<file path="src/qfs_pkg.sv">
// constants, input map and state type for the flyback control sequencer
// Notes on behaviour
// - ignore the current-limit comparator for 300 ns after every gate turn-on.
// - no turn-on at time-out expiry while secondary current is still flowing.
// - next turn-on only after the aux sense drop shows zero secondary current.
// - conduction-mode prevention may stretch the period below the minimum frequency.
// - time-out window equals the 21.5 kHz minimum boundary-mode frequency period.
// - at supply turn-on level, stop the startup source and sample the bulk.
// - bulk above brown-in starts switching, otherwise enter auto-restart unswitched.
// - keep the startup source off for as long as switching runs.
// - feedback below the burst stop level stops gate pulses.
// - while burst-stopped, feedback above the resume level restarts switching.
// - feedback below the minimum-peak level clamps each pulse at minimum peak.
// - the minimum peak threshold comes from a fixed trim, not runtime control.
// - feedback below the stop level over 100 us enters standby supply current.
// - feedback above the resume level leaves standby and resumes switching.
// - supply overvoltage, abnormal overcurrent or thermal fault ends switching, gate off.
// - supply at turn-off level during auto-restart clears protection, starts recharge.
// - supply back at turn-on level resumes operation; repeats while the fault stays.
// - output over/under-voltage suppresses switching for 3 (low line) or 6 cycles.
// - no latched protection; every fault recovers through auto-restart.
// - line flag goes high above 1.440 mA, low below 1.350 mA.
package qfs_pkg;

    localparam int unsigned CLK_MHZ         = 125;
    localparam int unsigned CLK_HZ          = 125000000;
    localparam int unsigned LEB_NS          = 300;
    localparam int unsigned TIMEOUT_FREQ_HZ = 21500;
    localparam int unsigned STANDBY_US      = 100;

    // least times: round up to whole cycles
    localparam logic [5:0]  LEB_CYC     = 6'((LEB_NS * CLK_MHZ + 999) / 1000);
    localparam logic [15:0] TIMEOUT_CYC =
        16'((CLK_HZ + TIMEOUT_FREQ_HZ - 1) / TIMEOUT_FREQ_HZ);
    localparam logic [15:0] STANDBY_CYC = 16'(STANDBY_US * CLK_MHZ);

    localparam logic [2:0]  AR_LOW_LINE  = 3'h3;
    localparam logic [2:0]  AR_HIGH_LINE = 3'h6;
    localparam logic [2:0]  AR_SINGLE    = 3'h1;

    localparam logic [1:0]  TRIM_RESET  = 2'h0;

    localparam int unsigned N_IN        = 17;
    localparam int unsigned IN_ILIM     = 0;
    localparam int unsigned IN_PEAK     = 1;
    localparam int unsigned IN_CSMIN    = 2;
    localparam int unsigned IN_AUX      = 3;
    localparam int unsigned IN_VDD_ON   = 4;
    localparam int unsigned IN_VDD_OFF  = 5;
    localparam int unsigned IN_BULK     = 6;
    localparam int unsigned IN_FB_STOP  = 7;
    localparam int unsigned IN_FB_RES   = 8;
    localparam int unsigned IN_FB_MIN   = 9;
    localparam int unsigned IN_SUPPLY_OVERVOLTAGE_FAULT  = 10;
    localparam int unsigned IN_ABNORMAL_OVERCURRENT_FAULT     = 11;
    localparam int unsigned IN_TSD      = 12;
    localparam int unsigned IN_OUT_OVP  = 13;
    localparam int unsigned IN_OUT_UVP  = 14;
    localparam int unsigned IN_LINE_HI  = 15;
    localparam int unsigned IN_LINE_LO  = 16;

    typedef enum logic [1:0] {
        ST_CHARGE = 2'b00,
        ST_SAMPLE = 2'b01,
        ST_RUN    = 2'b10,
        ST_DISCH  = 2'b11
    } qfs_state_t;

endpackage : qfs_pkg

</file>
<file path="src/qfs_sync.sv">
// three-flop synchroniser bank for the analog comparator outputs
module qfs_sync (
    input  wire logic                   clk_sys,
    input  wire logic                   resetn,
    input  wire logic [qfs_pkg::N_IN-1:0] async_in,
    output logic      [qfs_pkg::N_IN-1:0] sync_out
);
    import qfs_pkg::*;

    logic [N_IN-1:0] s1_q;
    logic [N_IN-1:0] s2_q;
    logic [N_IN-1:0] s3_q;

    for (genvar i = 0; i < N_IN; i++) begin : g_bit
        always_ff @(posedge clk_sys or negedge resetn) begin
            if (!resetn) begin
                s1_q[i]     <= 1'b0;
                s2_q[i]     <= 1'b0;
                s3_q[i]     <= 1'b0;
                sync_out[i] <= 1'b0;
            end else begin
                s1_q[i] <= async_in[i];
                s2_q[i] <= s1_q[i];
                s3_q[i] <= s2_q[i];
                // a change only counts once two stages agree
                if (s2_q[i] == s3_q[i]) begin
                    sync_out[i] <= s3_q[i];
                end
            end
        end
    end

endmodule : qfs_sync

</file>
<file path="src/qfs_sequencer.sv">
// flyback control sequencer: gate timing, startup, burst, auto-restart
module qfs_sequencer #(
    parameter logic [15:0] TIMEOUT_CYC = qfs_pkg::TIMEOUT_CYC,
    parameter logic [15:0] STANDBY_CYC = qfs_pkg::STANDBY_CYC
) (
    input  wire logic       clk_sys,
    input  wire logic       resetn,
    input  wire logic       current_limit_cmp,
    input  wire logic       peak_reached_cmp,
    input  wire logic       min_peak_reached_cmp,
    input  wire logic       aux_sense_input,
    input  wire logic       supply_turn_on_level,
    input  wire logic       supply_turn_off_level,
    input  wire logic       bulk_above_brown_in,
    input  wire logic       burst_stop_level,
    input  wire logic       burst_resume_level,
    input  wire logic       fb_below_min_peak,
    input  wire logic       supply_overvoltage_fault,
    input  wire logic       abnormal_overcurrent_fault,
    input  wire logic       thermal_shutdown_fault,
    input  wire logic       output_overvoltage_fault,
    input  wire logic       output_undervoltage_fault,
    input  wire logic       high_line_entry_current,
    input  wire logic       low_line_entry_current,
    input  wire logic [1:0] min_peak_trim,
    output logic            gate_drive_q,
    output logic            hv_start_enable_q,
    output logic            bulk_sample_enable_q,
    output logic            min_peak_clamp_q,
    output logic [1:0]      min_peak_sel_q,
    output logic            standby_current_q,
    output logic            high_line_q,
    output logic            burst_stop_q,
    output logic            protect_active_q
);
    import qfs_pkg::*;

    logic [N_IN-1:0] cmp_raw;
    logic [N_IN-1:0] cmp_s;

    assign cmp_raw[IN_ILIM]    = current_limit_cmp;
    assign cmp_raw[IN_PEAK]    = peak_reached_cmp;
    assign cmp_raw[IN_CSMIN]   = min_peak_reached_cmp;
    assign cmp_raw[IN_AUX]     = aux_sense_input;
    assign cmp_raw[IN_VDD_ON]  = supply_turn_on_level;
    assign cmp_raw[IN_VDD_OFF] = supply_turn_off_level;
    assign cmp_raw[IN_BULK]    = bulk_above_brown_in;
    assign cmp_raw[IN_FB_STOP] = burst_stop_level;
    assign cmp_raw[IN_FB_RES]  = burst_resume_level;
    assign cmp_raw[IN_FB_MIN]  = fb_below_min_peak;
    assign cmp_raw[IN_SUPPLY_OVERVOLTAGE_FAULT] = supply_overvoltage_fault;
    assign cmp_raw[IN_ABNORMAL_OVERCURRENT_FAULT]    = abnormal_overcurrent_fault;
    assign cmp_raw[IN_TSD]     = thermal_shutdown_fault;
    assign cmp_raw[IN_OUT_OVP] = output_overvoltage_fault;
    assign cmp_raw[IN_OUT_UVP] = output_undervoltage_fault;
    assign cmp_raw[IN_LINE_HI] = high_line_entry_current;
    assign cmp_raw[IN_LINE_LO] = low_line_entry_current;

    // every comparator is asynchronous to clk_sys
    qfs_sync u_sync (
        .clk_sys  (clk_sys),
        .resetn   (resetn),
        .async_in (cmp_raw),
        .sync_out (cmp_s)
    );

    logic ilim_s;
    logic peak_s;
    logic csmin_s;
    logic aux_s;
    logic vdd_on_s;
    logic vdd_off_s;
    logic bulk_s;
    logic fb_stop_s;
    logic fb_res_s;
    logic fb_min_s;
    logic fault_ar;
    logic fault_out;

    assign ilim_s    = cmp_s[IN_ILIM];
    assign peak_s    = cmp_s[IN_PEAK];
    assign csmin_s   = cmp_s[IN_CSMIN];
    assign aux_s     = cmp_s[IN_AUX];
    assign vdd_on_s  = cmp_s[IN_VDD_ON];
    assign vdd_off_s = cmp_s[IN_VDD_OFF];
    assign bulk_s    = cmp_s[IN_BULK];
    assign fb_stop_s = cmp_s[IN_FB_STOP];
    assign fb_res_s  = cmp_s[IN_FB_RES];
    assign fb_min_s  = cmp_s[IN_FB_MIN];
    assign fault_ar  = cmp_s[IN_SUPPLY_OVERVOLTAGE_FAULT] | cmp_s[IN_ABNORMAL_OVERCURRENT_FAULT] | cmp_s[IN_TSD];
    assign fault_out = cmp_s[IN_OUT_OVP] | cmp_s[IN_OUT_UVP];

    qfs_state_t state_q;
    qfs_state_t state_d;
    logic [2:0] ar_cnt_q;
    logic [2:0] ar_cnt_d;

    // supervisor; ar_cnt holds how many discharge cycles remain unswitched.
    // nothing here latches: every path leads back through ST_CHARGE
    always_comb begin
        state_d  = state_q;
        ar_cnt_d = ar_cnt_q;
        unique case (state_q)
            ST_CHARGE: begin
                if (vdd_on_s) begin
                    // suppressed cycles discharge again without sampling
                    state_d = (ar_cnt_q == 3'h0) ? ST_SAMPLE : ST_DISCH;
                end
            end
            ST_SAMPLE: begin
                if (bulk_s) begin
                    state_d = ST_RUN;
                end else begin
                    state_d  = ST_DISCH;
                    ar_cnt_d = AR_SINGLE;
                end
            end
            ST_RUN: begin
                if (fault_out) begin
                    state_d  = ST_DISCH;
                    ar_cnt_d = high_line_q ? AR_HIGH_LINE : AR_LOW_LINE;
                end else if (fault_ar) begin
                    state_d  = ST_DISCH;
                    ar_cnt_d = AR_SINGLE;
                end else if (vdd_off_s) begin
                    state_d  = ST_CHARGE;
                    ar_cnt_d = 3'h0;
                end
            end
            ST_DISCH: begin
                if (vdd_off_s) begin
                    state_d = ST_CHARGE;
                    if (ar_cnt_q != 3'h0) begin
                        ar_cnt_d = ar_cnt_q - 3'h1;
                    end
                end
            end
        endcase
    end

    always_ff @(posedge clk_sys or negedge resetn) begin
        if (!resetn) begin
            state_q  <= ST_CHARGE;
            ar_cnt_q <= 3'h0;
        end else begin
            state_q  <= state_d;
            ar_cnt_q <= ar_cnt_d;
        end
    end

    // supply-side outputs follow the next state so they line up with state_q
    always_ff @(posedge clk_sys or negedge resetn) begin
        if (!resetn) begin
            hv_start_enable_q    <= 1'b1;
            bulk_sample_enable_q <= 1'b0;
            protect_active_q     <= 1'b0;
        end else begin
            hv_start_enable_q    <= (state_d == ST_CHARGE);
            bulk_sample_enable_q <= (state_d == ST_SAMPLE);
            protect_active_q     <= (state_d == ST_DISCH);
        end
    end

    // line flag with hysteresis between the two current comparators
    always_ff @(posedge clk_sys or negedge resetn) begin
        if (!resetn) begin
            high_line_q <= 1'b0;
        end else if (cmp_s[IN_LINE_HI]) begin
            high_line_q <= 1'b1;
        end else if (cmp_s[IN_LINE_LO]) begin
            high_line_q <= 1'b0;
        end
    end

    // trim strap is caught once, just after reset release, then frozen
    logic trim_done_q;

    always_ff @(posedge clk_sys or negedge resetn) begin
        if (!resetn) begin
            trim_done_q    <= 1'b0;
            min_peak_sel_q <= TRIM_RESET;
        end else if (!trim_done_q) begin
            trim_done_q    <= 1'b1;
            min_peak_sel_q <= min_peak_trim;
        end
    end

    // burst gating: stop below the low level, resume above the high level
    always_ff @(posedge clk_sys or negedge resetn) begin
        if (!resetn) begin
            burst_stop_q <= 1'b0;
        end else if (state_q != ST_RUN || fb_res_s) begin
            burst_stop_q <= 1'b0;
        end else if (fb_stop_s) begin
            burst_stop_q <= 1'b1;
        end
    end

    logic [15:0] stby_cnt_q;

    always_ff @(posedge clk_sys or negedge resetn) begin
        if (!resetn) begin
            stby_cnt_q <= 16'h0000;
        end else if (!fb_stop_s || state_q != ST_RUN) begin
            stby_cnt_q <= 16'h0000;
        end else if (stby_cnt_q != STANDBY_CYC) begin
            stby_cnt_q <= stby_cnt_q + 16'h0001;
        end
    end

    // count reaching the limit means strictly more than the delay has passed
    always_ff @(posedge clk_sys or negedge resetn) begin
        if (!resetn) begin
            standby_current_q <= 1'b0;
        end else if (state_q != ST_RUN || fb_res_s) begin
            standby_current_q <= 1'b0;
        end else if (fb_stop_s && stby_cnt_q == STANDBY_CYC) begin
            standby_current_q <= 1'b1;
        end
    end

    always_ff @(posedge clk_sys or negedge resetn) begin
        if (!resetn) begin
            min_peak_clamp_q <= 1'b0;
        end else begin
            min_peak_clamp_q <= (state_q == ST_RUN) && fb_min_s;
        end
    end

    // switching cycle timers
    logic [5:0]  on_cnt_q;
    logic [15:0] off_cnt_q;
    logic        aux_prev_q;
    logic        aux_rise;
    logic        blank_done;
    logic        pulse_end;
    logic        turn_on;
    logic        run_ok;

    always_ff @(posedge clk_sys or negedge resetn) begin
        if (!resetn) begin
            aux_prev_q <= 1'b0;
        end else begin
            aux_prev_q <= aux_s;
        end
    end

    assign aux_rise = aux_s & ~aux_prev_q;

    always_ff @(posedge clk_sys or negedge resetn) begin
        if (!resetn) begin
            on_cnt_q <= 6'h00;
        end else if (!gate_drive_q) begin
            on_cnt_q <= 6'h00;
        end else if (on_cnt_q != LEB_CYC) begin
            on_cnt_q <= on_cnt_q + 6'h01;
        end
    end

    always_ff @(posedge clk_sys or negedge resetn) begin
        if (!resetn) begin
            off_cnt_q <= 16'h0000;
        end else if (gate_drive_q) begin
            off_cnt_q <= 16'h0000;
        end else if (off_cnt_q != TIMEOUT_CYC) begin
            off_cnt_q <= off_cnt_q + 16'h0001;
        end
    end

    assign blank_done = (on_cnt_q == LEB_CYC);
    // the clamp swaps the feedback peak for the trimmed minimum peak
    assign pulse_end  = (blank_done && ilim_s)
                      || (min_peak_clamp_q ? csmin_s : peak_s);
    // turn on at the aux drop, or at time-out only if the drop already came;
    // a late drop simply stretches the period, which may fall below 21.5 kHz
    assign turn_on    = !burst_stop_q && (aux_rise
                      || (aux_s && off_cnt_q == TIMEOUT_CYC));
    assign run_ok     = (state_q == ST_RUN) && (state_d == ST_RUN);

    always_ff @(posedge clk_sys or negedge resetn) begin
        if (!resetn) begin
            gate_drive_q <= 1'b0;
        end else if (!run_ok) begin
            gate_drive_q <= 1'b0;
        end else if (gate_drive_q) begin
            gate_drive_q <= !pulse_end;
        end else begin
            gate_drive_q <= turn_on;
        end
    end
endmodule : qfs_sequencer

</file>
<file path="config.mk">
export PLATFORM = sky130hd
export DESIGN_NAME = qfs_sequencer
export DESIGN_NICKNAME = d
export VERILOG_FILES = /design/src/qfs_pkg.sv /design/src/qfs_sync.sv /design/src/qfs_sequencer.sv
export SDC_FILE = /design/constraint.sdc
export NUM_CORES = 1
export LEC_CHECK = 0
export BUFFER_PORTS_ARGS = -buffer_cell sky130_fd_sc_hd__buf_4
export CAP_MARGIN = 20
export CORE_ASPECT_RATIO = 0.5
export CORE_MARGIN = 4
export CORE_UTILIZATION = 41
export DETAILED_ROUTE_END_ITERATION = 10
export PLACE_DENSITY = 0.62
export SLEW_MARGIN = 20
export SYNTH_ARGS = -nofsm -noshare
export SYNTH_HDL_FRONTEND = slang
export SYNTH_SLANG_ARGS = --single-unit
</file>
<file path="constraint.sdc">
create_clock -name clk_sys -period 3.5 [get_ports clk_sys]
set_clock_uncertainty 0.2 [all_clocks]
set_input_delay 0.7 -clock clk_sys [delete_from_list [all_inputs] [get_ports clk_sys]]
set_output_delay 0.7 -clock clk_sys [all_outputs]
set_load 0.05 [all_outputs]
</file>
==> flow_results.xml, run 1 <==
<?xml version="1.0" encoding="UTF-8"?>
<metrics>
  <group name="worst_setup_path">
    <metric name="critPathRequiredTime" unit="ns">3.59</metric>
    <metric name="critPathMaxFanout" unit="">4</metric>
    <metric name="criticalPathCategory" unit="">reg2reg</metric>
    <metric name="cp.buffers_inverters" unit="">1</metric>
    <metric name="cells_traversed_along_the_worst_timing_path" unit="">inv_1, ha_1, or3b_2, o41ai_4, nor2_1, mux2_4</metric>
    <metric name="cp-start-kind" unit="">flip-flop</metric>
    <metric name="cpPeakStageDelay" unit="ns">0.50</metric>
    <metric name="reg2reg_setup_slack" unit="ns">1.30</metric>
    <metric name="timing.critical_path.arrival" unit="ns">2.29</metric>
    <metric name="timing.critical_path.max_delay_family" unit="">simple AND/OR/NAND/NOR gates</metric>
    <metric name="rr_startpoint" unit="">stby_cnt_q[0]$_DFFE_PN0P_</metric>
    <metric name="worst_r2r_path_depth" unit="">6</metric>
    <metric name="timing.critical_path.to_type" unit="">flip-flop</metric>
    <metric name="critical-path-slowest-cell" unit="">or3b_2</metric>
    <metric name="critical_register_to_register_path_endpoint" unit="">stby_cnt_q[6]$_DFFE_PN0P_</metric>
  </group>
  <group name="logic_synthesis">
    <metric name="synth_enable_flop_cells" unit="">0</metric>
    <metric name="count_of_distinct_cell_types_in_the_synthesized_netlist" unit="">51</metric>
    <metric name="synthesis.nets" unit="">399</metric>
    <metric name="synth_top_cell_area_share" unit="%">64.9</metric>
    <metric name="top_reg_cell_synth" unit="">dfrtp_1</metric>
    <metric name="synth_sequential_area_ratio" unit="%">65.5</metric>
    <metric name="synth-warning-count" unit="">0</metric>
    <metric name="synthDominantAreaCellType" unit="">dfrtp_1</metric>
    <metric name="synth.cells.most_frequent" unit="">122 x dfrtp_1, 40 x nor2_1, 18 x nand2_1</metric>
    <metric name="async_flop_share" unit="%">100</metric>
    <metric name="synth_area" unit="mm2">0.00470</metric>
    <metric name="synth-seq-cells" unit="">123</metric>
    <metric name="cell_count_after_synthesis" unit="">370</metric>
    <metric name="netlist_top_cells_area" unit="">dfrtp_1 65%, maj3_1 3.6%, nor2_1 3.2%</metric>
    <metric name="yosysMostFrequentCell" unit="">dfrtp_1</metric>
    <metric name="synth_area_per_cell" unit="um2">12.7</metric>
  </group>
  <group name="job">
    <metric name="count_of_maximum_capacitance_violations" unit="">0</metric>
  </group>
  <group name="sta">
    <metric name="setup_violations" unit="">0</metric>
    <metric name="min_period" unit="ns">2.20</metric>
    <metric name="setup_total_negative_slack" unit="ns">0</metric>
    <metric name="min_period_over_period" unit="%">62.8</metric>
    <metric name="grt_setup_unrepaired" unit="">false</metric>
    <metric name="final-hold-violation-count" unit="">0</metric>
    <metric name="final_max_slew_viol_count" unit="">0</metric>
    <metric name="slew_headroom" unit="%">52.0</metric>
    <metric name="max_clock_freq" unit="MHz">455</metric>
    <metric name="tightest_slew" unit="ns">0.717</metric>
  </group>
  <group name="place">
    <metric name="port-buffer-count" unit="">30</metric>
    <metric name="place_hpwl" unit="um">5130</metric>
    <metric name="gp_congestion" unit="">0.788</metric>
  </group>
  <group name="grt">
    <metric name="grt_max_degree" unit="">53</metric>
    <metric name="grt_use_total" unit="%">13.1</metric>
    <metric name="grt_pass1_wl" unit="um">13900</metric>
    <metric name="antenna_found_initial" unit="">0</metric>
    <metric name="grt_overflow_total" unit="">0</metric>
    <metric name="grt_pass1_vias" unit="">2826</metric>
  </group>
  <group name="finish">
    <metric name="final_net_count" unit="">445</metric>
    <metric name="drive_above_1_share" unit="%">17.7</metric>
    <metric name="layout.core_utilization" unit="%">51.3</metric>
    <metric name="insertedDiodeCount" unit="">0</metric>
    <metric name="layout-area-overhead-vs-synth" unit="%">20.9</metric>
  </group>
  <group name="detailed_routing">
    <metric name="detail_route.drc_violations" unit="">0</metric>
    <metric name="mean_number_of_vias_per_cell" unit="">4.95</metric>
    <metric name="ant_nets" unit="">0</metric>
    <metric name="routed-via-count" unit="">2839</metric>
    <metric name="drt-total-wl" unit="um">7980</metric>
    <metric name="drtPass1Iterations" unit="">4</metric>
    <metric name="route.detailed.wl_per_inst" unit="um">13.9</metric>
    <metric name="initialDrtViolationCount" unit="">137</metric>
  </group>
  <group name="clocking">
    <metric name="clk_path_buf_depth" unit="">2</metric>
    <metric name="cts_setup_buffers" unit="">0</metric>
    <metric name="post_cts_hold_buffer_count" unit="">0</metric>
    <metric name="clkSlewWorstSetupHoldPaths" unit="ns">0.06</metric>
    <metric name="numClockSinks" unit="">123</metric>
    <metric name="numCtsBuffers" unit="">17</metric>
    <metric name="htree_levels" unit="">4</metric>
    <metric name="clock_tree_from_tritoncts" unit="">yes</metric>
    <metric name="cts.repair.resized" unit="">0</metric>
    <metric name="root_buffer" unit="">clkbuf_16</metric>
    <metric name="skew_pair_late_insertion_delay" unit="ns">0.41</metric>
  </group>
  <group name="floorplanning">
    <metric name="rows" unit="">27</metric>
    <metric name="initial_utilization" unit="%">42.4</metric>
    <metric name="die_height" unit="um">83.7</metric>
    <metric name="fp.dieW" unit="um">159</metric>
    <metric name="die_ar" unit="mm2">0.0134</metric>
    <metric name="placeableCoreArea" unit="mm2">0.0111</metric>
    <metric name="io_pins" unit="">31</metric>
  </group>
  <group name="pwr">
    <metric name="power.density" unit="mW/mm2">700</metric>
    <metric name="power.leakage" unit="nW">2.44</metric>
    <metric name="power.ir.vdd_worst" unit="mV">0.350</metric>
  </group>
  <group name="run_status">
    <metric name="outcome" unit="">complete, no violations</metric>
  </group>
  <group name="worst_hold_path">
    <metric name="hold_class" unit="">in2async</metric>
  </group>
</metrics>
report_power, final:
group	internal, mW	total, mW	switching (mW)	leakage, nW
sequential	1.58	1.72	0.146	1.51
clock	0.952	1.66	0.703	0.274
combinational	0.237	0.598	0.361	0.651
layout by cell type, fill, tap and decap left out, types with 3 or more instances in the layout:
| master | netlist | routed |
|---|---|---|
| nor4_1 | 8 | 8 |
| nand3_1 | 12 | 12 |
| ha_1 | 8 | 8 |
| mux2_2 | 3 | 3 |
| buf_4 | 0 | 32 |
| inv_6 | 0 | 6 |
| nand4_1 | 8 | 8 |
| a21oi_1 | 11 | 11 |
| o211ai_1 | 3 | 3 |
| mux2i_1 | 4 | 4 |
| xnor2_1 | 16 | 16 |
| nand2_1 | 18 | 18 |
| nor2_1 | 40 | 40 |
| nor2b_1 | 4 | 4 |
| o21ai_0 | 3 | 3 |
| o21ai_1 | 3 | 3 |
| and4_1 | 3 | 3 |
| maj3_1 | 17 | 17 |
| xor2_1 | 6 | 6 |
| inv_1 | 17 | 17 |
| mux2_1 | 3 | 3 |
| inv_8 | 0 | 3 |
| clkbuf_16 | 0 | 17 |
| dfrtp_1 | 122 | 122 |
| or3_1 | 6 | 6 |
| nor3_1 | 10 | 10 |
sequential cells by signal, summed over array words and instances, names as in the netlist, 2 cells and up:
name,flops
u_sync.s1_q,17
u_sync.s2_q,17
u_sync.s3_q,17
u_sync.sync_out,17
off_cnt_q,16
stby_cnt_q,16
on_cnt_q,6
ar_cnt_q,3
min_peak_sel_q,2
state_q,2
layer usage:
metal / wire length [um] / vias to the layer above / global-route usage (%)
li1: - / 1384 / -
met1: 3990 / 1401 / 18.0
met2: 3680 / 45 / 18.9
met3: 236 / 9 / 3.31
met4: 78 / 0 / 7.64
met5: 0 / - / 0
layout make-up:
class	instances	area (um2)
repair buffers	33	260
inverters	18	67.6
clock inverters	14	124
flip-flops and latches	123	3080
clock buffers	18	439
well taps	145	181
multi-input cells	223	1530
fillers	972	5400
stage by stage:
step / instance area [um2] / hold slack [ns] / instances / total power [mW] / setup slack (ns)
after detailed placement: 5120 / 0.135 / 542 / 2.34 / 1.31
after floorplan: 4700 / 0.131 / 370 / 2.14 / 1.42
after CTS: 5680 / 0.0977 / 574 / 4.02 / 1.30
after global routing: 5680 / 0.117 / 574 / 4.19 / 1.18
after global placement: 5120 / 0.133 / 542 / 2.33 / 1.37
final: 5680 / 0.0870 / 574 / 3.98 / 1.30
cells by family after synthesis:
family	count (synthesis)	share of synthesized area (%)
and+or+nand+nor	127	14.2
xor gates and xnor gates	22	4.10
buffers and inverters	24	1.92
muxes	12	2.93
adders and majority gates	25	5.75
other	1	0.0798
AOI/OAI and AO/OA	36	5.51
DFF	123	65.5
how the worst max path moves through the flow:
stage	from	endpoint	slack, ns	cells past startpoint
after floorplan	stby_cnt_q[0]$_DFFE_PN0P_	stby_cnt_q[6]$_DFFE_PN0P_	1.42	6
after global placement	stby_cnt_q[0]$_DFFE_PN0P_	stby_cnt_q[6]$_DFFE_PN0P_	1.37	6
after detailed placement	stby_cnt_q[0]$_DFFE_PN0P_	stby_cnt_q[4]$_DFFE_PN0P_	1.31	6
after CTS	stby_cnt_q[0]$_DFFE_PN0P_	stby_cnt_q[4]$_DFFE_PN0P_	1.30	6
after global routing	stby_cnt_q[0]$_DFFE_PN0P_	stby_cnt_q[6]$_DFFE_PN0P_	1.18	6
final	stby_cnt_q[0]$_DFFE_PN0P_	stby_cnt_q[6]$_DFFE_PN0P_	1.30	6
worst reg2reg max path, delay by kind of cell, from the launching register on:
family / cells / cell delay, ns
flip-flops: 1 / 0.41
AO/OA/AOI/OAI: 1 / 0.31
AND/OR/NAND/NOR: 2 / 0.60
adder cells (fa/ha/maj): 1 / 0.14
multiplexers: 1 / 0.32
buffers and inverters: 1 / 0.10
(Power assumes the default switching activity.)
==> run 2: changes to the inputs <==
--- a/config.mk
+++ b/config.mk
@@ -11,7 +11,7 @@
 export CORE_MARGIN = 4
 export CORE_UTILIZATION = 41
 export DETAILED_ROUTE_END_ITERATION = 10
-export PLACE_DENSITY = 0.62
+export PLACE_DENSITY = 0.64
 export SLEW_MARGIN = 20
 export SYNTH_ARGS = -nofsm -noshare
 export SYNTH_HDL_FRONTEND = slang
==> constraint.sdc (replaced) <==
create_clock -name clk_sys -period 1.8 [get_ports clk_sys]
set_clock_uncertainty 0.2 [all_clocks]
set_input_delay 0.36 -clock clk_sys [delete_from_list [all_inputs] [get_ports clk_sys]]
set_output_delay 0.36 -clock clk_sys [all_outputs]
set_load 0.05 [all_outputs]
==> run 2 against run 1 <==
Compared with the run above:
- the flow now finishes with violations (negative setup slack)
- sequential share of layout area decreased by 6.0 points
- clock power increased by 110%
- non-clock buffer count increased by 69
- first-iteration DRC count decreased by 23%
- die area unchanged
- sequential power increased by 92%
- via count increased by 8.9%
==> flow_results.xml, run 2 (synthesis results as in run 1) <==
<?xml version="1.0" encoding="UTF-8"?>
<metrics>
  <group name="floorplanning">
    <metric name="fp.dieW" unit="um">159</metric>
    <metric name="die_ar" unit="mm2">0.0134</metric>
    <metric name="initial_utilization" unit="%">42.4</metric>
    <metric name="die_height" unit="um">83.7</metric>
    <metric name="io_pins" unit="">31</metric>
    <metric name="placeableCoreArea" unit="mm2">0.0111</metric>
    <metric name="rows" unit="">27</metric>
  </group>
  <group name="clocking">
    <metric name="numClockSinks" unit="">123</metric>
    <metric name="skew_pair_late_insertion_delay" unit="ns">0.41</metric>
    <metric name="htree_levels" unit="">4</metric>
    <metric name="root_buffer" unit="">clkbuf_16</metric>
    <metric name="clock_tree_from_tritoncts" unit="">yes</metric>
    <metric name="numCtsBuffers" unit="">17</metric>
    <metric name="clkSlewWorstSetupHoldPaths" unit="ns">0.06</metric>
    <metric name="clk_path_buf_depth" unit="">2</metric>
  </group>
  <group name="worst_setup_path">
    <metric name="timing.critical_path.arrival" unit="ns">2.10</metric>
    <metric name="criticalPathCategory" unit="">reg2reg</metric>
    <metric name="cp.buffers_inverters" unit="">1</metric>
    <metric name="timing.critical_path.to_type" unit="">flip-flop</metric>
    <metric name="critPathMaxFanout" unit="">4</metric>
    <metric name="critPathRequiredTime" unit="ns">1.90</metric>
    <metric name="cpPeakStageDelay" unit="ns">0.55</metric>
    <metric name="cells_traversed_along_the_worst_timing_path" unit="">or4_4, buf_4, nor4_4, mux2i_1, nor2_1</metric>
    <metric name="cp-start-kind" unit="">flip-flop</metric>
    <metric name="critical-path-slowest-cell" unit="">or4_4</metric>
    <metric name="timing.critical_path.max_delay_family" unit="">simple AND/OR/NAND/NOR gates</metric>
  </group>
  <group name="pwr">
    <metric name="power.switching_fraction" unit="%">29.1</metric>
    <metric name="power.leakage" unit="nW">2.80</metric>
    <metric name="p_comb_share" unit="%">19.1</metric>
    <metric name="power_frac_clock" unit="%">41.2</metric>
    <metric name="intPower" unit="mW">5.90</metric>
    <metric name="total_power" unit="mW">8.31</metric>
    <metric name="power.ir.vdd_worst" unit="mV">0.733</metric>
    <metric name="power.density" unit="mW/mm2">1300</metric>
    <metric name="total_switching_power" unit="mW">2.41</metric>
    <metric name="power.share.sequential" unit="%">39.8</metric>
  </group>
  <group name="grt">
    <metric name="grt_pass1_vias" unit="">3156</metric>
    <metric name="grt_max_degree" unit="">32</metric>
    <metric name="grt_overflow_total" unit="">0</metric>
    <metric name="grt_pass1_wl" unit="um">14700</metric>
    <metric name="grt_use_total" unit="%">13.6</metric>
    <metric name="antenna_found_initial" unit="">0</metric>
  </group>
  <group name="sta">
    <metric name="max_clock_freq" unit="MHz">498</metric>
    <metric name="min_period" unit="ns">2.01</metric>
    <metric name="min_period_over_period" unit="%">111</metric>
    <metric name="timing.final.ws_setup" unit="ns">-0.207</metric>
    <metric name="final_max_slew_viol_count" unit="">0</metric>
    <metric name="final-hold-violation-count" unit="">0</metric>
    <metric name="grt_setup_unrepaired" unit="">true</metric>
    <metric name="setup_violations" unit="">7</metric>
  </group>
  <group name="place">
    <metric name="port-buffer-count" unit="">30</metric>
    <metric name="place_hpwl" unit="um">5640</metric>
    <metric name="gp_congestion" unit="">0.762</metric>
    <metric name="detailedPlace.worstSlack" unit="ns">-0.282</metric>
  </group>
  <group name="worst_hold_path">
    <metric name="hold_class" unit="">reg2reg</metric>
  </group>
  <group name="finish">
    <metric name="fillerInstances" unit="">895</metric>
    <metric name="layout-area-overhead-vs-synth" unit="%">35.9</metric>
    <metric name="sequential_cell_area" unit="mm2">0.00308</metric>
    <metric name="mostFrequentLayoutCell" unit="">dfrtp_1</metric>
    <metric name="drive_above_1_share" unit="%">28.7</metric>
    <metric name="insertedDiodeCount" unit="">0</metric>
    <metric name="multi_input_area" unit="mm2">0.00163</metric>
    <metric name="most-common-layout-cells" unit="">121 x dfrtp_1, 80 x buf_4, 39 x nor2_1, 20 x dlygate4sd3_1, 18 x nand2_1</metric>
    <metric name="final_net_count" unit="">514</metric>
  </group>
  <group name="detailed_routing">
    <metric name="detail_route.drc_violations" unit="">0</metric>
    <metric name="routed.top_layer" unit="">met4</metric>
    <metric name="mean_number_of_vias_per_cell" unit="">4.81</metric>
    <metric name="initialDrtViolationCount" unit="">105</metric>
    <metric name="drtPass1Iterations" unit="">4</metric>
    <metric name="routed-via-count" unit="">3091</metric>
    <metric name="route.met3.wl" unit="um">246</metric>
    <metric name="dr_wl_met2" unit="um">4020</metric>
    <metric name="route.detailed.wl_per_inst" unit="um">13.1</metric>
    <metric name="ant_nets" unit="">0</metric>
    <metric name="drt-total-wl" unit="um">8410</metric>
    <metric name="routedLengthMet1" unit="um">4040</metric>
  </group>
  <group name="job">
    <metric name="count_of_maximum_capacitance_violations" unit="">0</metric>
  </group>
  <group name="run_status">
    <metric name="failed_checks" unit="">negative setup slack</metric>
    <metric name="outcome" unit="">finished with violations</metric>
  </group>
</metrics>
run 2: cell count changes in the layout (fill, tap and decap cells not counted), sizes merged:
| cell | previous run | this run |
|---|---|---|
| buf | 33 | 82 |
| dlygate4sd3 | 0 | 20 |
| bufinv | 0 | 2 |
| clkbuf | 18 | 17 |
| inv | 27 | 26 |
run 2: routing by layer:
metal / global-route usage [%] / vias to the layer above
li1: - / 1517
met1: 17.4 / 1531
met4: 4.72 / 0
met2: 21.7 / 33
met5: 0 / -
met3: 4.83 / 10
run 2: final timing paths:
kind | from | to | slack, ns | cells after the start
worst max register to register | stby_cnt_q[5]$_DFFE_PN0P_ | stby_cnt_q[1]$_DFFE_PN0P_ | -0.21 | 5
worst min-delay path | u_sync.s1_q[9]$_DFF_PN0_ | u_sync.s2_q[9]$_DFF_PN0_ | 0.15 | 0
worst min register to register | u_sync.s1_q[9]$_DFF_PN0_ | u_sync.s2_q[9]$_DFF_PN0_ | 0.15 | 0
max in group asynchronous | resetn | off_cnt_q[4]$_DFFE_PN0P_ | 0.68 | 3
worst max-delay path | stby_cnt_q[5]$_DFFE_PN0P_ | stby_cnt_q[1]$_DFFE_PN0P_ | -0.21 | 5
min in group asynchronous | resetn | u_sync.s3_q[11]$_DFF_PN0_ | 0.19 | 2
run 2: worst reg2reg max path: cells and delay by family, from the launching register on:
kind / cells / cell delay [ns]
simple gates: 3 / 0.93
flops: 1 / 0.37
mux: 1 / 0.24
buf+inv: 1 / 0.16
run 2: power by group through the flow:
stage	combinational, mW	clock [mW]	sequential [mW]
after floorplan	0.734	0	3.45
after global placement	1.39	0	3.33
after detailed placement	1.42	0	3.33
after CTS	1.52	3.50	3.29
after global routing	1.73	3.65	3.34
final	1.59	3.42	3.30
run 2: repair_timing:
item | 4_1_cts | 5_1_grt
resized for setup | 3 | 16
endpoints found under the hold margin | 125 | 0
endpoints found under the setup margin | 8 | 27
pin swaps | 4 | 4
hold buffers | 20 | 0
buffers inserted | 4 | 2
run 2: layout make-up:
class | count | area share [%]
Sequential cell | 123 | 48.2
Multi-Input combinational cell | 223 | 25.4
Timing Repair Buffer | 102 | 13.0
Clock buffer | 17 | 6.65
Tap cell | 145 | 2.84
Clock inverter | 15 | 2.80
Inverter | 18 | 1.06
run 2: per-stage QoR:
stage	utilization (%)	TNS (ns)	hold WS, ns	cells	instance area [um2]
2_1_floorplan	-	-0.620	-0.136	370	4710
3_5_place_dp	49.2	-1.19	0.0814	585	5450
5_1_grt	57.7	-1.55	0.152	643	6390
4_1_cts	56.9	-0.889	0.150	641	6300
6_report	57.7	-1.20	0.147	643	6390
3_3_place_gp	49.2	-0.967	0.0743	585	5450
==> run 3: changes to the inputs <==
--- a/config.mk
+++ b/config.mk
@@ -10,6 +10,7 @@
 export CORE_ASPECT_RATIO = 0.5
 export CORE_MARGIN = 4
 export CORE_UTILIZATION = 41
+export CTS_BUF_LIST = sky130_fd_sc_hd__clkbuf_4
 export DETAILED_ROUTE_END_ITERATION = 10
 export PLACE_DENSITY = 0.64
 export SLEW_MARGIN = 20
==> run 3 against run 2 <==
Compared with the run above:
- the run still ends with negative setup slack left
- register-to-register slack is essentially flat
- total power fell by 16%
- fmax is essentially flat
- critical path depth shrank 1
- worst hold slack worse by 0.076 ns
- sequential power hardly changed
- clock power decreased by 41%
- die area is the same
- final area decreased by 2.6%
- sequential share of layout area rose by 1.3 points
- non-clock buffer count rose by 8
- critical path type unchanged
- largest cell class unchanged
- largest power group is now sequential cells
- highest routed layer unchanged
==> flow_results.xml, run 3 (synthesis results as in run 1) <==
<?xml version="1.0" encoding="UTF-8"?>
<metrics>
  <group name="pwr">
    <metric name="intPower" unit="mW">4.74</metric>
    <metric name="power_frac_clock" unit="%">29.0</metric>
    <metric name="p_comb_share" unit="%">23.7</metric>
    <metric name="power.switching_fraction" unit="%">32.2</metric>
    <metric name="power.share.sequential" unit="%">47.3</metric>
    <metric name="total_switching_power" unit="mW">2.25</metric>
    <metric name="power.density" unit="mW/mm2">1120</metric>
    <metric name="power.ir.vdd_worst" unit="mV">0.522</metric>
    <metric name="power.leakage" unit="nW">2.74</metric>
    <metric name="total_power" unit="mW">6.98</metric>
  </group>
  <group name="place">
    <metric name="gp_congestion" unit="">0.762</metric>
    <metric name="port-buffer-count" unit="">30</metric>
    <metric name="place_hpwl" unit="um">5640</metric>
    <metric name="post-place-cells" unit="">585</metric>
    <metric name="detailedPlace.worstSlack" unit="ns">-0.282</metric>
    <metric name="place_area" unit="mm2">0.00545</metric>
  </group>
  <group name="grt">
    <metric name="antenna_found_initial" unit="">0</metric>
    <metric name="grt_max_degree" unit="">32</metric>
    <metric name="grt_overflow_total" unit="">0</metric>
    <metric name="grt_pass1_vias" unit="">3133</metric>
    <metric name="grt_pass1_wl" unit="um">14500</metric>
    <metric name="grt_use_total" unit="%">13.4</metric>
  </group>
  <group name="worst_hold_path">
    <metric name="hold_class" unit="">in2async</metric>
  </group>
  <group name="run_status">
    <metric name="outcome" unit="">finished with violations</metric>
    <metric name="failed_checks" unit="">negative setup slack</metric>
  </group>
  <group name="clocking">
    <metric name="numCtsBuffers" unit="">17</metric>
    <metric name="htree_levels" unit="">4</metric>
    <metric name="clkSlewWorstSetupHoldPaths" unit="ns">0.12</metric>
    <metric name="root_buffer" unit="">clkbuf_4</metric>
    <metric name="clk_path_buf_depth" unit="">2</metric>
    <metric name="clock_tree_from_tritoncts" unit="">yes</metric>
    <metric name="skew_pair_late_insertion_delay" unit="ns">0.51</metric>
    <metric name="numClockSinks" unit="">123</metric>
  </group>
  <group name="worst_setup_path">
    <metric name="criticalPathCategory" unit="">reg2reg</metric>
    <metric name="critPathMaxFanout" unit="">3</metric>
    <metric name="cpPeakStageDelay" unit="ns">0.55</metric>
    <metric name="critical-path-slowest-cell" unit="">or4_4</metric>
    <metric name="worst_r2r_path_depth" unit="">4</metric>
    <metric name="critical_path_depth" unit="">4</metric>
    <metric name="cp-start-kind" unit="">flip-flop</metric>
    <metric name="timing.critical_path.max_delay_family" unit="">simple AND/OR/NAND/NOR gates</metric>
    <metric name="timing.critical_path.arrival" unit="ns">2.21</metric>
    <metric name="cells_traversed_along_the_worst_timing_path" unit="">or4_4, o41ai_4, nor2_1, mux2_4</metric>
    <metric name="critPathRequiredTime" unit="ns">2.00</metric>
    <metric name="timing.critical_path.to_type" unit="">flip-flop</metric>
    <metric name="cp.buffers_inverters" unit="">0</metric>
  </group>
  <group name="detailed_routing">
    <metric name="detail_route.drc_violations" unit="">0</metric>
    <metric name="ant_nets" unit="">0</metric>
    <metric name="routed-via-count" unit="">3108</metric>
    <metric name="drt-total-wl" unit="um">8450</metric>
    <metric name="initialDrtViolationCount" unit="">109</metric>
    <metric name="route.detailed.wl_per_inst" unit="um">13.0</metric>
    <metric name="mean_number_of_vias_per_cell" unit="">4.77</metric>
    <metric name="drtPass1Iterations" unit="">4</metric>
  </group>
  <group name="sta">
    <metric name="setup_total_negative_slack" unit="ns">-0.957</metric>
    <metric name="grt_setup_unrepaired" unit="">true</metric>
    <metric name="final-hold-violation-count" unit="">0</metric>
    <metric name="timing.final.ws_setup" unit="ns">-0.207</metric>
    <metric name="final.hold.worst_slack" unit="ns">0.0711</metric>
    <metric name="setup_violations" unit="">7</metric>
    <metric name="max_clock_freq" unit="MHz">498</metric>
    <metric name="min_period" unit="ns">2.01</metric>
    <metric name="min_period_over_period" unit="%">112</metric>
    <metric name="final_max_slew_viol_count" unit="">0</metric>
  </group>
  <group name="finish">
    <metric name="final_net_count" unit="">522</metric>
    <metric name="layout-area-overhead-vs-synth" unit="%">32.4</metric>
    <metric name="layout.core_utilization" unit="%">56.2</metric>
    <metric name="fillerInstances" unit="">921</metric>
    <metric name="mostFrequentLayoutCell" unit="">dfrtp_1</metric>
    <metric name="stdcell_area" unit="mm2">0.00623</metric>
    <metric name="most-common-layout-cells" unit="">120 x dfrtp_1, 84 x buf_4, 38 x nor2_1, 20 x dlygate4sd3_1, 18 x nand2_1</metric>
    <metric name="drive_above_1_share" unit="%">31.6</metric>
    <metric name="stdcell_count" unit="">651</metric>
    <metric name="insertedDiodeCount" unit="">0</metric>
  </group>
  <group name="floorplanning">
    <metric name="initial_utilization" unit="%">42.4</metric>
    <metric name="die_height" unit="um">83.7</metric>
    <metric name="fp.dieW" unit="um">159</metric>
    <metric name="rows" unit="">27</metric>
    <metric name="die_ar" unit="mm2">0.0134</metric>
    <metric name="placeableCoreArea" unit="mm2">0.0111</metric>
    <metric name="io_pins" unit="">31</metric>
  </group>
  <group name="job">
    <metric name="count_of_maximum_capacitance_violations" unit="">0</metric>
  </group>
</metrics>
==> run 3: power by group through the flow <==
| stage | registers (mW) | logic [mW] | clock network (mW) |
|---|---|---|---|
| 2_1_floorplan | 3.45 | 0.734 | 0 |
| 3_3_place_gp | 3.33 | 1.39 | 0 |
| 3_5_place_dp | 3.33 | 1.42 | 0 |
| 4_1_cts | 3.29 | 1.52 | 2.11 |
| 5_1_grt | 3.34 | 1.82 | 2.25 |
| 6_report | 3.30 | 1.66 | 2.03 |
==> run 3: layer usage <==
layer / track usage (%) / routed length (um) / vias to the layer above
li1: - / - / 1532
met1: 17.1 / 3990 / 1537
met2: 21.3 / 4140 / 31
met3: 4.83 / 245 / 8
met4: 4.72 / 66 / 0
met5: 0 / 0 / -
==> run 3: path summary, 6_finish.rpt <==
kind	from	end	slack, ns
min reg2reg	u_sync.s1_q[13]$_DFF_PN0_	u_sync.s2_q[13]$_DFF_PN0_	0.15
min	resetn	u_sync.s2_q[11]$_DFF_PN0_	0.07
max	stby_cnt_q[5]$_DFFE_PN0P_	stby_cnt_q[4]$_DFFE_PN0P_	-0.21
min in group clk_sys	u_sync.s1_q[13]$_DFF_PN0_	u_sync.s2_q[13]$_DFF_PN0_	0.15
max reg2reg	stby_cnt_q[5]$_DFFE_PN0P_	stby_cnt_q[4]$_DFFE_PN0P_	-0.21
max in group asynchronous	resetn	off_cnt_q[6]$_DFFE_PN0P_	0.77
==> run 3: cell type report <==
class / count / area, um2 / area share [%]
Timing Repair Buffer: 110 / 905 / 14.5
Multi-Input combinational cell: 223 / 1690 / 27.1
Clock inverter: 15 / 179 / 2.87
Sequential cell: 123 / 3080 / 49.5
Clock buffer: 17 / 128 / 2.05
Tap cell: 145 / 181 / 2.91
Inverter: 18 / 67.6 / 1.08
==> run 3: what timing repair did <==
action,CTS,global route
setup buffers,4,10
gates resized for setup,6,29
endpoints found under the setup margin,10,30
pin swaps,4,10
cloned,0,1
hold buffers,20,0
endpoints found under the hold margin,142,0
